$ cat src/hdl/gpio_pkg.sv
// Shared constants for the two general-purpose ports.
// Assumes an 8-bit processor-side register port with 16-bit addresses.
package gpio_pkg;
  localparam int PORT_WIDTH = 8;
  localparam int ADDR_WIDTH = 16;
  localparam logic [15:0] ADDR_PORT_DATA = 16'h8000;
  localparam logic [15:0] ADDR_DIRECTION = 16'h8001;
  localparam logic [15:0] ADDR_ANALOG_DATA = 16'h800a;
  localparam logic [15:0] ADDR_OPTIONS = 16'h8039;
  localparam int POWER_UP_POS = 7;
  localparam logic [7:0] DIRECTION_RESET = 8'h00;
  localparam logic [7:0] DATA_RESET = 8'h00;
  localparam logic [7:0] OPTIONS_RESET = 8'h00;
  localparam logic [7:0] READ_ZERO = 8'h00;
endpackage : gpio_pkg

$ cat src/hdl/sync_if.sv
// Carrier between the port top and its pin synchroniser.
// Assumes the raw side arrives from pins outside the clock domain.
`timescale 1ns/1ps
`default_nettype none
interface sync_if #(parameter int WIDTH = 8);
  logic [WIDTH-1:0] raw;
  logic [WIDTH-1:0] synced;
  modport syncer (input raw, output synced);
  modport user (output raw, input synced);
endinterface : sync_if
`default_nettype wire

$ cat src/hdl/pin_sync.sv
// Two-flop synchroniser for a group of input pins.
// Assumes clk and nrst of the port block; the first stage feeds only the second.
`timescale 1ns/1ps
`default_nettype none
module pin_sync (
  // Clock and reset
  input wire logic clk,
  input wire logic nrst,
  // Raw pins in, synchronised levels out
  sync_if.syncer sif
);
  logic [$bits(sif.raw)-1:0] meta_reg;
  logic [$bits(sif.raw)-1:0] stable_reg;

  always_ff @(posedge clk or negedge nrst) begin
    if (!nrst) begin
      meta_reg <= '0;
      stable_reg <= '0;
    end else begin
      meta_reg <= sif.raw;
      stable_reg <= meta_reg;
    end
  end

  assign sif.synced = stable_reg;
endmodule // pin_sync
`default_nettype wire

$ cat src/hdl/gpio_ports.sv
// Bidirectional 8-bit port with per-bit direction, plus an 8-bit input-only
// port that the on-chip converter can claim. Registers sit on a simple
// processor strobe port: one access per strobe, read data one cycle later.
`timescale 1ns/1ps
`default_nettype none
module gpio_ports #(
  parameter int WIDTH = gpio_pkg::PORT_WIDTH
) (
  // Clock and reset
  input wire logic clk,
  input wire logic nrst,
  // Processor register port
  input wire logic [gpio_pkg::ADDR_WIDTH-1:0] addr,
  input wire logic [WIDTH-1:0] wdata,
  input wire logic wr,
  input wire logic rd,
  output logic [WIDTH-1:0] rdata,
  output logic rvalid,
  // Bidirectional port pins
  input wire logic [WIDTH-1:0] port_pin_in,
  output logic [WIDTH-1:0] port_pin_out,
  output logic [WIDTH-1:0] port_pin_oe,
  // Input-only port pins and converter control
  input wire logic [WIDTH-1:0] analog_shared_input_pins,
  output logic converter_power_up_bit
);

  ////////////////////////////////////////////////////////////////////////////
  // Pin synchronisers.
  sync_if #(.WIDTH(2 * WIDTH)) pins ();
  assign pins.raw = {analog_shared_input_pins, port_pin_in};

  pin_sync u_sync (
    .clk(clk),
    .nrst(nrst),
    .sif(pins)
  );

  wire logic [WIDTH-1:0] port_level = pins.synced[WIDTH-1:0];
  wire logic [WIDTH-1:0] analog_level = pins.synced[2*WIDTH-1:WIDTH];

  ////////////////////////////////////////////////////////////////////////////
  // Address decode.
  // Unmapped addresses select nothing, so writes there drop and reads give zero.
  wire logic sel_data = (addr == gpio_pkg::ADDR_PORT_DATA);
  wire logic sel_dir = (addr == gpio_pkg::ADDR_DIRECTION);
  wire logic sel_analog = (addr == gpio_pkg::ADDR_ANALOG_DATA);
  wire logic sel_opt = (addr == gpio_pkg::ADDR_OPTIONS);

  ////////////////////////////////////////////////////////////////////////////
  // Registers.
  logic [WIDTH-1:0] timer_pin_port_data_reg;
  logic [WIDTH-1:0] pin_direction_control_reg;
  logic [WIDTH-1:0] options_reg;
  logic [WIDTH-1:0] rdata_reg;
  logic rvalid_reg;
  logic [WIDTH-1:0] rdata_next;

  // The data latch is written regardless of direction, so software can preset
  // a level before turning a bit into an output without a glitch.
  always_ff @(posedge clk or negedge nrst) begin
    if (!nrst) begin
      timer_pin_port_data_reg <= gpio_pkg::DATA_RESET;
    end else if (wr && sel_data) begin
      timer_pin_port_data_reg <= wdata;
    end
  end

  always_ff @(posedge clk or negedge nrst) begin
    if (!nrst) begin
      pin_direction_control_reg <= gpio_pkg::DIRECTION_RESET;
    end else if (wr && sel_dir) begin
      pin_direction_control_reg <= wdata;
    end
  end

  always_ff @(posedge clk or negedge nrst) begin
    if (!nrst) begin
      options_reg <= gpio_pkg::OPTIONS_RESET;
    end else if (wr && sel_opt) begin
      options_reg <= wdata;
    end
  end

  ////////////////////////////////////////////////////////////////////////////
  // Pin drive: each bit stands alone.
  genvar b;
  generate
    for (b = 0; b < WIDTH; b++) begin : g_bit
      assign port_pin_oe[b] = pin_direction_control_reg[b];
      assign port_pin_out[b] = timer_pin_port_data_reg[b];
    end
  endgenerate

  // The input-only port has no drive path at all.
  assign converter_power_up_bit = options_reg[gpio_pkg::POWER_UP_POS];

  ////////////////////////////////////////////////////////////////////////////
  // Read path. Output bits read back the latch; input bits read the pin.
  wire logic [WIDTH-1:0] port_read =
    (pin_direction_control_reg & timer_pin_port_data_reg) |
    (~pin_direction_control_reg & port_level);

  // Digital levels still read while the converter owns the pins; the value
  // is then only meaningful as a rough logic level.
  always_comb begin
    rdata_next = gpio_pkg::READ_ZERO;
    if (sel_data) begin
      rdata_next = port_read;
    end else if (sel_dir) begin
      rdata_next = pin_direction_control_reg;
    end else if (sel_analog) begin
      rdata_next = analog_level;
    end else if (sel_opt) begin
      rdata_next = options_reg;
    end
  end

  // A read answers one cycle after its strobe; rdata holds until the next read.
  always_ff @(posedge clk or negedge nrst) begin
    if (!nrst) begin
      rdata_reg <= gpio_pkg::READ_ZERO;
      rvalid_reg <= 1'b0;
    end else begin
      rvalid_reg <= rd;
      if (rd) begin
        rdata_reg <= rdata_next;
      end
    end
  end

  assign rdata = rdata_reg;
  assign rvalid = rvalid_reg;
endmodule // gpio_ports
`default_nettype wire

$ cat config.mk
export PLATFORM = sky130hd
export DESIGN_NAME = gpio_ports
export DESIGN_NICKNAME = d
export VERILOG_FILES = /design/src/hdl/gpio_pkg.sv /design/src/hdl/sync_if.sv /design/src/hdl/pin_sync.sv /design/src/hdl/gpio_ports.sv
export SDC_FILE = /design/constraint.sdc
export NUM_CORES = 1
export LEC_CHECK = 0
export BUFFER_PORTS_ARGS = -buffer_cell sky130_fd_sc_hd__buf_2
export CAP_MARGIN = 20
export CORE_UTILIZATION = 51
export CTS_CLUSTER_SIZE = 30
export DETAILED_ROUTE_END_ITERATION = 8
export PLACE_DENSITY = 0.83
export SLEW_MARGIN = 20
export SYNTH_ARGS = -nofsm -noshare
export SYNTH_HDL_FRONTEND = slang
export SYNTH_HIERARCHICAL = 1
export SYNTH_SLANG_ARGS = --single-unit
$ cat constraint.sdc
create_clock -name clk -period 1.1 [get_ports clk]
set_input_delay 0.11 -clock clk [delete_from_list [all_inputs] [get_ports clk]]
set_output_delay 0.11 -clock clk [all_outputs]
set_load 0.02 [all_outputs]
==> Flow_metrics.wiki, run 1 <==
{| class="wikitable"
! Metric !! Value
|-
| Post-Syn Nets || a little over 200
|-
| Vert. Die Dim || between 70 and 80 um
|-
| Clock tree skew after final layout || between 15 and 20 ps
|-
| FF+latch count, synth || 65
|-
| VDD IR max || roughly 1.8 mV
|-
| Leading post-synthesis cells by cell area || dfrtp_1, mux2_2, mux2i_1, o32a_1, a221oi_1
|-
| Utilization after layout || 0.8605
|-
| Number of distinct standard cells referenced by the synthesized netlist || 25
|-
| Share of cells above drive strength 1 || 0.5518
|-
| Antenna Diode Count || 0
|-
| Worst Path Buf+Inv || 5
|-
| Final-report max-slew violation count || 0
|-
| Multiplexer share of the synthesized area || 0.1428
|-
| Yosys top cell area share || 0.6629
|-
| Tightest Hold Check Type || input port to register
|-
| Detailed-route wire length || about 7600 um
|-
| Violated checks || DRC, setup timing
|-
| Num ports || 70
|-
| Number of warning messages in the yosys log || 6
|-
| H-tree depth || 3
|-
| Routed wire per std cell || between 20 and 25 um
|-
| Total power || 4.924 mW
|-
| RSZ-0062 raised after global routing || true
|-
| Critical path startpoint category || input port
|-
| Cell repeated most along the worst path || buf_6
|-
| Overall via count from detail_route || roughly 2,000
|-
| Initial core utilization || 0.5484
|-
| Detailed-route vias per instance || around 5.8
|-
| Power per Cell Area || about 1300 nW/um^2
|-
| Vias in the first global route || between 2,000 and 2,500
|-
| Source-to-sink clock delay at the later pin of the worst-skew pair || roughly 350 ps
|-
| Critical path data arrival time || 1690 ps
|-
| Biggest cell delay along the critical path || about 550 ps
|-
| Number of DRC markers after the initial detailed-route iteration || about 190
|-
| Hold violation count in the final report || 0
|-
| Xor and xnor area share after synthesis || 0
|-
| Main combinational cell family by area after synthesis || multiplexers
|-
| Pre-CTS setup slack || -629.7 ps
|-
| Slew at the pin with the worst max-slew slack || slightly below 600 ps
|-
| Worst endpoint required time || around 1300 ps
|-
| Net count, final || 338
|-
| Number of antenna violations at the first check in global routing || 0
|-
| Reported max-cap violation count || 0
|-
| Die width || approximately 71 um
|-
| Average size of a mapped cell || about 15 um^2
|-
| Maximum number of pins on one net before global-route repair || 66
|-
| Post-synthesis to final-layout area growth || 56.91%
|-
| Fraction of the mapped netlist area in simple logic gates || 0.06833
|-
| Endpoint type of the worst setup path || register
|-
| Worst Setup Slack, final || -345.7 ps
|-
| Share of synthesized flip-flops with an asynchronous set or reset || 1.000
|-
| Part of the Yosys area used for sequential elements || 0.6629
|-
| Floorplan row count || 24
|-
| Slowest cell on the critical path || or4_4
|-
| Final Critical Period || roughly 1400 ps
|-
| Run status || complete, but fails checks
|-
| Largest fanout on the critical path || 3
|-
| Total congestion overflow || 0
|-
| Clock slew seen by the registers of the worst setup and hold paths || 80 ps
|-
| Number of detailed-route iterations in the first pass || 6
|-
| Port-buffer cells || just under 70
|-
| Antenna violation net count after detailed routing || 0
|-
| Gate count of the mapped netlist || 160
|-
| Worst-case clock buffer depth || 2
|-
| Num CTS Buffers || 9
|-
| Wire length of the first global-routing pass || approximately 11,000 um
|-
| Post-DP HPWL || 3946 um
|-
| Count of endpoints failing setup in the final report || 35
|-
| Worst Path Class, Setup || input port to register
|-
| Most area-hungry cell type in the Yosys netlist || dfrtp_1
|-
| Leakage power || around 1.9 nW
|-
| Dominant synthesized flop cell || dfrtp_1
|-
| Fin crit share || 1.314
|-
| Total clock sinks || 65
|-
| Worst hold slack after final layout || between 40 and 50 ps
|-
| Headroom to the max-slew limit || 0.6135
|-
| Gr usage total || 0.3181
|-
| Complex-gate fraction of the synthesized area || 0.1020
|-
| RD Place Congestion || 0.8161
|-
| CP delay by family, top || simple AND/OR/NAND/NOR gates
|-
| Combined area of all synthesized cells || about 2500 um^2
|-
| Clk root buf || clkbuf_8
|-
| Area of the die || a little over 5000 um^2
|-
| Area of the core || between 4000 and 5000 um^2
|-
| Setup_tns || -7478 ps
|-
| Clock tree from TritonCTS || done
|-
| Number of remaining DRC errors || 6
|-
| F_max || 691.7 MHz
|-
| Count of flip-flops with a built-in enable after synthesis || 0
|-
| Adder and majority cell fraction of the synthesized area || 0
|-
| Worst-path cell chain || buf_6 -> or4_4 -> buf_6 -> buf_6 -> nor2_4 -> buf_6 -> buf_4 -> a221oi_2 -> o31ai_2
|}
[cell families (layout without fill, tap and decap cells)]
family / Yosys count / in the layout
flops: 65 / 65
compound gates: 32 / 32
mux: 32 / 32
simple gates: 18 / 18
buf+inv: 13 / 152
[where the power goes]
part	total [mW]	internal (mW)	switching [mW]	leakage (nW)
clock	2.11	1.23	0.881	0.107
sequential	2.47	2.45	0.0200	0.832
combinational	0.339	0.169	0.171	0.942
total	4.92	3.85	1.07	1.88
[path summary, 6_finish.rpt]
path | cells past startpoint | end | startpoint | slack [ps]
max in group asynchronous | 3 | u_sync/sif.synced[9]$_DFF_PN0_ | nrst | 520
min in group asynchronous | 3 | u_sync/sif.synced[14]$_DFF_PN0_ | nrst | 280
max | 9 | rdata[6]$_DFFE_PN0P_ | addr[5] | -350
min reg2reg | 0 | u_sync/sif.synced[14]$_DFF_PN0_ | u_sync/meta_reg[14]$_DFF_PN0_ | 330
min | 2 | options_reg[6]$_DFFE_PN0P_ | wdata[6] | 50
max reg2reg | 4 | rdata[5]$_DFFE_PN0P_ | port_pin_oe[5]$_DFFE_PN0P_ | -80
[layout by cell type (no fill, tap or decap), types with 5 or more instances in the layout]
master         Yosys  final
o32a_1             8      8
mux2i_1            8      8
a221oi_1           8      5
clkbuf_8           1     12
dfrtp_1           65     65
buf_4              0     27
buf_2              0     57
inv_1              9      9
mux2_4             0     24
o31ai_1            8      6
dlygate4sd3_1      0     17
a21oi_1            8      8
buf_6              0     22
[metal layers]
metal | track usage | vias up | wire [um]
met1 | 0.3789 | 1019 | 2933
met4 | 0.1822 | 0 | 278
met2 | 0.5175 | 127 | 3834
met3 | 0.09564 | 25 | 562
met5 | 0 | - | 0
li1 | - | 871 | -
[area by class of cell]
type | instances | area, um^2
timing repair buffer | 127 | 980.9
inverter | 9 | 33.78
clock inverter | 2 | 35.03
multi-input combinational | 82 | 935.9
tap | 52 | 65.06
fill | 202 | 624.3
clock buffer | 14 | 172.7
sequential | 65 | 1627
[per-stage QoR]
step,area [um^2],std cells
after global placement,3119,307
after CTS,3750,348
after floorplan,2484,160
final,3850,351
after global routing,3850,351
after detailed placement,3119,307
[Yosys cell counts, drive strengths merged, types with 3 or more instances]
master  count
dfrtp      65
mux2       24
inv         9
a21oi       8
a221oi      8
mux2i       8
o31ai       8
o32a        8
nand2       4
clkbuf      3
nor4        3
[what timing repair did]
item,CTS,global route
hold buffers,17,0
cloned,0,0
hold endpoints to repair,81,0
setup endpoints to repair,40,37
gates resized for setup,49,16
buffers inserted,11,4
pin swaps,6,10
Note: power is estimated with default switching activity, not from simulation.
==> run 2, diff against run 1 <==
Settings changed: RECOVER_POWER from default to 50.
Clock period 1.1 ns to 1.6 ns, I/O delays scaled along.
==> run 2 against run 1 <==
Compared with the run above: the flow finishes with violations (DRC); first-iteration DRC count decreased by 28%; global-route usage fell by 7.5 points; clock power is 45% lower; clock-buffer cell count unchanged; critical path depth decreased by 4; non-clock buffer count shrank 26.
==> Flow_metrics.wiki, run 2 (synthesis results as in run 1) <==
{| class="wikitable"
! Metric !! Value
|-
| RSZ-0062 raised after global routing || false (was true)
|-
| Count of endpoints failing setup in the final report || 0 (was 35)
|-
| Critical path data arrival time || 1670 ps (was 1690 ps)
|-
| Commonest non-fill, non-tap cell in the layout || buf_2 (was dfrtp_1)
|-
| Overall via count from detail_route || 1,762 (was 2,042)
|-
| Post-DP HPWL || 3922 um (was 3946 um)
|-
| Pre-CTS setup slack || -196.1 ps (was -629.7 ps)
|-
| Slowest cell on the critical path || or4_4 (unchanged)
|-
| Tightest Hold Check Type || input port to register (unchanged)
|-
| Number of antenna violations at the first check in global routing || 0 (unchanged)
|-
| Headroom to the max-slew limit || 0.4514 (was 0.6135)
|-
| Initial core utilization || 0.5484 (unchanged)
|-
| Switching part of the total power || 0.2119 (was 0.2177)
|-
| HP Start || wdata[6] (unchanged)
|-
| Worst-path cell chain || buf_2 -> or4_4 -> nand4b_4 -> nor2_4 -> mux2_2 (was buf_6 -> or4_4 -> buf_6 -> buf_6 -> nor2_4 -> buf_6 -> buf_4 -> a221oi_2 -> o31ai_2)
|-
| Fin crit share || 0.9062
|-
| Clk root buf || clkbuf_8 (unchanged)
|-
| Endpoint type of the worst setup path || register (unchanged)
|-
| Floorplan row count || 24 (unchanged)
|-
| Num ports || 70 (unchanged)
|-
| Net count, final || 312 (was 338)
|-
| Run status || complete, but fails checks (unchanged)
|-
| Antenna violation net count after detailed routing || 0 (unchanged)
|-
| CP delay by family, top || simple AND/OR/NAND/NOR gates (unchanged)
|-
| F_max || around 690 MHz
|-
| Total congestion overflow || 0 (unchanged)
|-
| Worst Path Class, Setup || input port to register (unchanged)
|-
| VDD IR max || 0.8299 mV (was 1.826 mV)
|-
| Worst endpoint required time || 1820 ps (was 1340 ps)
|-
| Die width || 71.36 um (unchanged)
|-
| Routed wire per std cell || 17.40 um (was 21.68 um)
|-
| Number of DRC markers after the initial detailed-route iteration || 138 (was 191)
|-
| H-tree depth || 3 (unchanged)
|-
| Leakage power || 1.652 nW (was 1.880 nW)
|-
| Biggest cell delay along the critical path || 540 ps (was 550 ps)
|-
| Area of the die || 5092 um^2 (unchanged)
|-
| Sw power || 647.3 uW (was 1.072 mW)
|-
| Area of the core || 4474 um^2 (unchanged)
|-
| Commonest cells after routing, fill and taps aside || buf_2, dfrtp_1, mux2_2 (was dfrtp_1, buf_2, buf_4)
|-
| Gr usage total || 0.2429 (was 0.3181)
|-
| Source-to-sink clock delay at the later pin of the worst-skew pair || 340 ps (was 350 ps)
|-
| Num CTS Buffers || 9 (unchanged)
|-
| Antenna Diode Count || 0 (unchanged)
|-
| Share of cells above drive strength 1 || 0.4723 (was 0.5518)
|-
| Vias in the first global route || 1,878 (was 2,231)
|-
| Maximum number of pins on one net before global-route repair || 66 (unchanged)
|-
| Worst setup path startpoint || addr[5] (unchanged)
|-
| Relative contribution of the clock network to total power || 0.384 (was 0.429)
|-
| Violated checks || DRC (was DRC, setup timing)
|-
| Utilization after layout || 0.7380 (was 0.8605)
|-
| Number of detailed-route iterations in the first pass || 9 (was 6)
|-
| Worst Setup Slack, final || 150.1 ps (was -345.7 ps)
|-
| Setup_tns || 0 ps (was -7478 ps)
|-
| Detailed-route vias per instance || 5.455 (was 5.818)
|-
| Vert. Die Dim || 71.36 um (unchanged)
|-
| Clock tree skew after final layout || 6.601 ps (was 15.49 ps)
|-
| Post-route cell area || 3302 um^2 (was 3850 um^2)
|-
| Startpoint of the worst-slack reg-to-reg timing path || port_pin_oe[3]$_DFFE_PN0P_ (was port_pin_oe[5]$_DFFE_PN0P_)
|-
| Post-synthesis to final-layout area growth || 34.57% (was 56.91%)
|-
| Wire length of the first global-routing pass || 8956 um (was 11,490 um)
|-
| Post-place instance area || 2983 um^2 (was 3119 um^2)
|-
| Slew at the pin with the worst max-slew slack || 822.8 ps (was 579.8 ps)
|-
| Largest fanout on the critical path || 8 (was 3)
|-
| Final-report max-slew violation count || 0 (unchanged)
|-
| Worst-case clock buffer depth || 2 (unchanged)
|-
| Total clock sinks || 65 (unchanged)
|-
| Internal Dissipation || 2.407 mW (was 3.852 mW)
|-
| Fraction of power consumed by combinational cells || 0.060 (was 0.069)
|-
| Number of remaining DRC errors || 6 (unchanged)
|-
| Final Critical Period || 1450 ps
|-
| RD Place Congestion || 0.8305 (was 0.8161)
|-
| Hold violation count in the final report || 0 (unchanged)
|-
| Worst Path Buf+Inv || 1 (was 5)
|-
| Port-buffer cells || 69 (unchanged)
|-
| Power per Cell Area || 924.9 nW/um^2 (was 1279 nW/um^2)
|-
| Number of gates resized after CTS || 0 (was 49)
|-
| Critical path startpoint category || input port (unchanged)
|-
| Clock slew seen by the registers of the worst setup and hold paths || 60 ps (was 80 ps)
|-
| Detailed-route wire length || 5619 um (was 7609 um)
|-
| Worst hold slack after final layout || 90.96 ps (was 47.28 ps)
|-
| Power share of the sequential group || 0.556 (was 0.502)
|-
| Clock tree from TritonCTS || done (unchanged)
|-
| Reported max-cap violation count || 0 (unchanged)
|}
## run 2: cell types whose count changed in the layout (fill, tap and decap cells not counted), moves of 2 or more
cell	before	now
o31ai_2	2	0
clkbuf_1	2	4
mux2_4	24	0
mux2_2	0	24
a221oi_2	2	0
o31ai_1	6	8
buf_6	22	0
a221oi_1	5	8
buf_4	27	14
buf_2	57	68
buf_12	3	0
## run 2: worst paths after layout
path                                                   to  slack (ps)  cells past startpoint
max in group asynchronous            rdata[5]$_DFFE_PN0P_         500                      3
min                            options_reg[6]$_DFFE_PN0P_          90                      2
min reg2reg                u_sync/sif.synced[0]$_DFF_PN0_         350                      0
min in group asynchronous  u_sync/sif.synced[6]$_DFF_PN0_         580                      3
max reg2reg                          rdata[3]$_DFFE_PN0P_         570                      3
max                           port_pin_out[6]$_DFFE_PN0P_         150                      5
## run 2: worst register-to-register path, delay by kind of cell (launching register included)
kind               cells  cell delay [ps]
muxes                  1              150
AOI/OAI and AO/OA      2              360
DFF                    1              430
## run 2: timing repair
item,4_1_cts,5_1_grt
hold buffers,17,0
buffers inserted,0,0
endpoints found under the hold margin,81,0
setup endpoints to repair,0,0
## run 2: through the flow
step	cells	power, mW
detailed placement	292	1.888
CTS	323	3.079
global route	323	3.144
finish	323	3.054
floorplan	160	1.764
global placement	292	1.880
## run 2: area by class of cell
type	instances	area, um^2
multi-input cells	82	787.0
repair buffers	101	626.9
fillers	302	1172
inverters	9	33.78
well taps	52	65.06
clock buffers	14	162.7
flip-flops and latches	65	1627
## run 2: per-layer routing
layer / GRT usage / routed length [um] / vias up
li1: - / - / 812
met1: 0.2957 / 2219 / 872
met2: 0.4106 / 2939 / 68
met3: 0.05063 / 358 / 10
met4: 0.1267 / 102 / 0
met5: 0 / 0 / -
## run 2: power by group through the flow
stage / logic [mW] / registers, mW / clock network, mW
final: 0.183 / 1.70 / 1.17
after global routing: 0.201 / 1.70 / 1.24
after CTS: 0.190 / 1.70 / 1.19
after detailed placement: 0.158 / 1.73 / 0
after global placement: 0.155 / 1.73 / 0
after floorplan: 0.0379 / 1.73 / 0
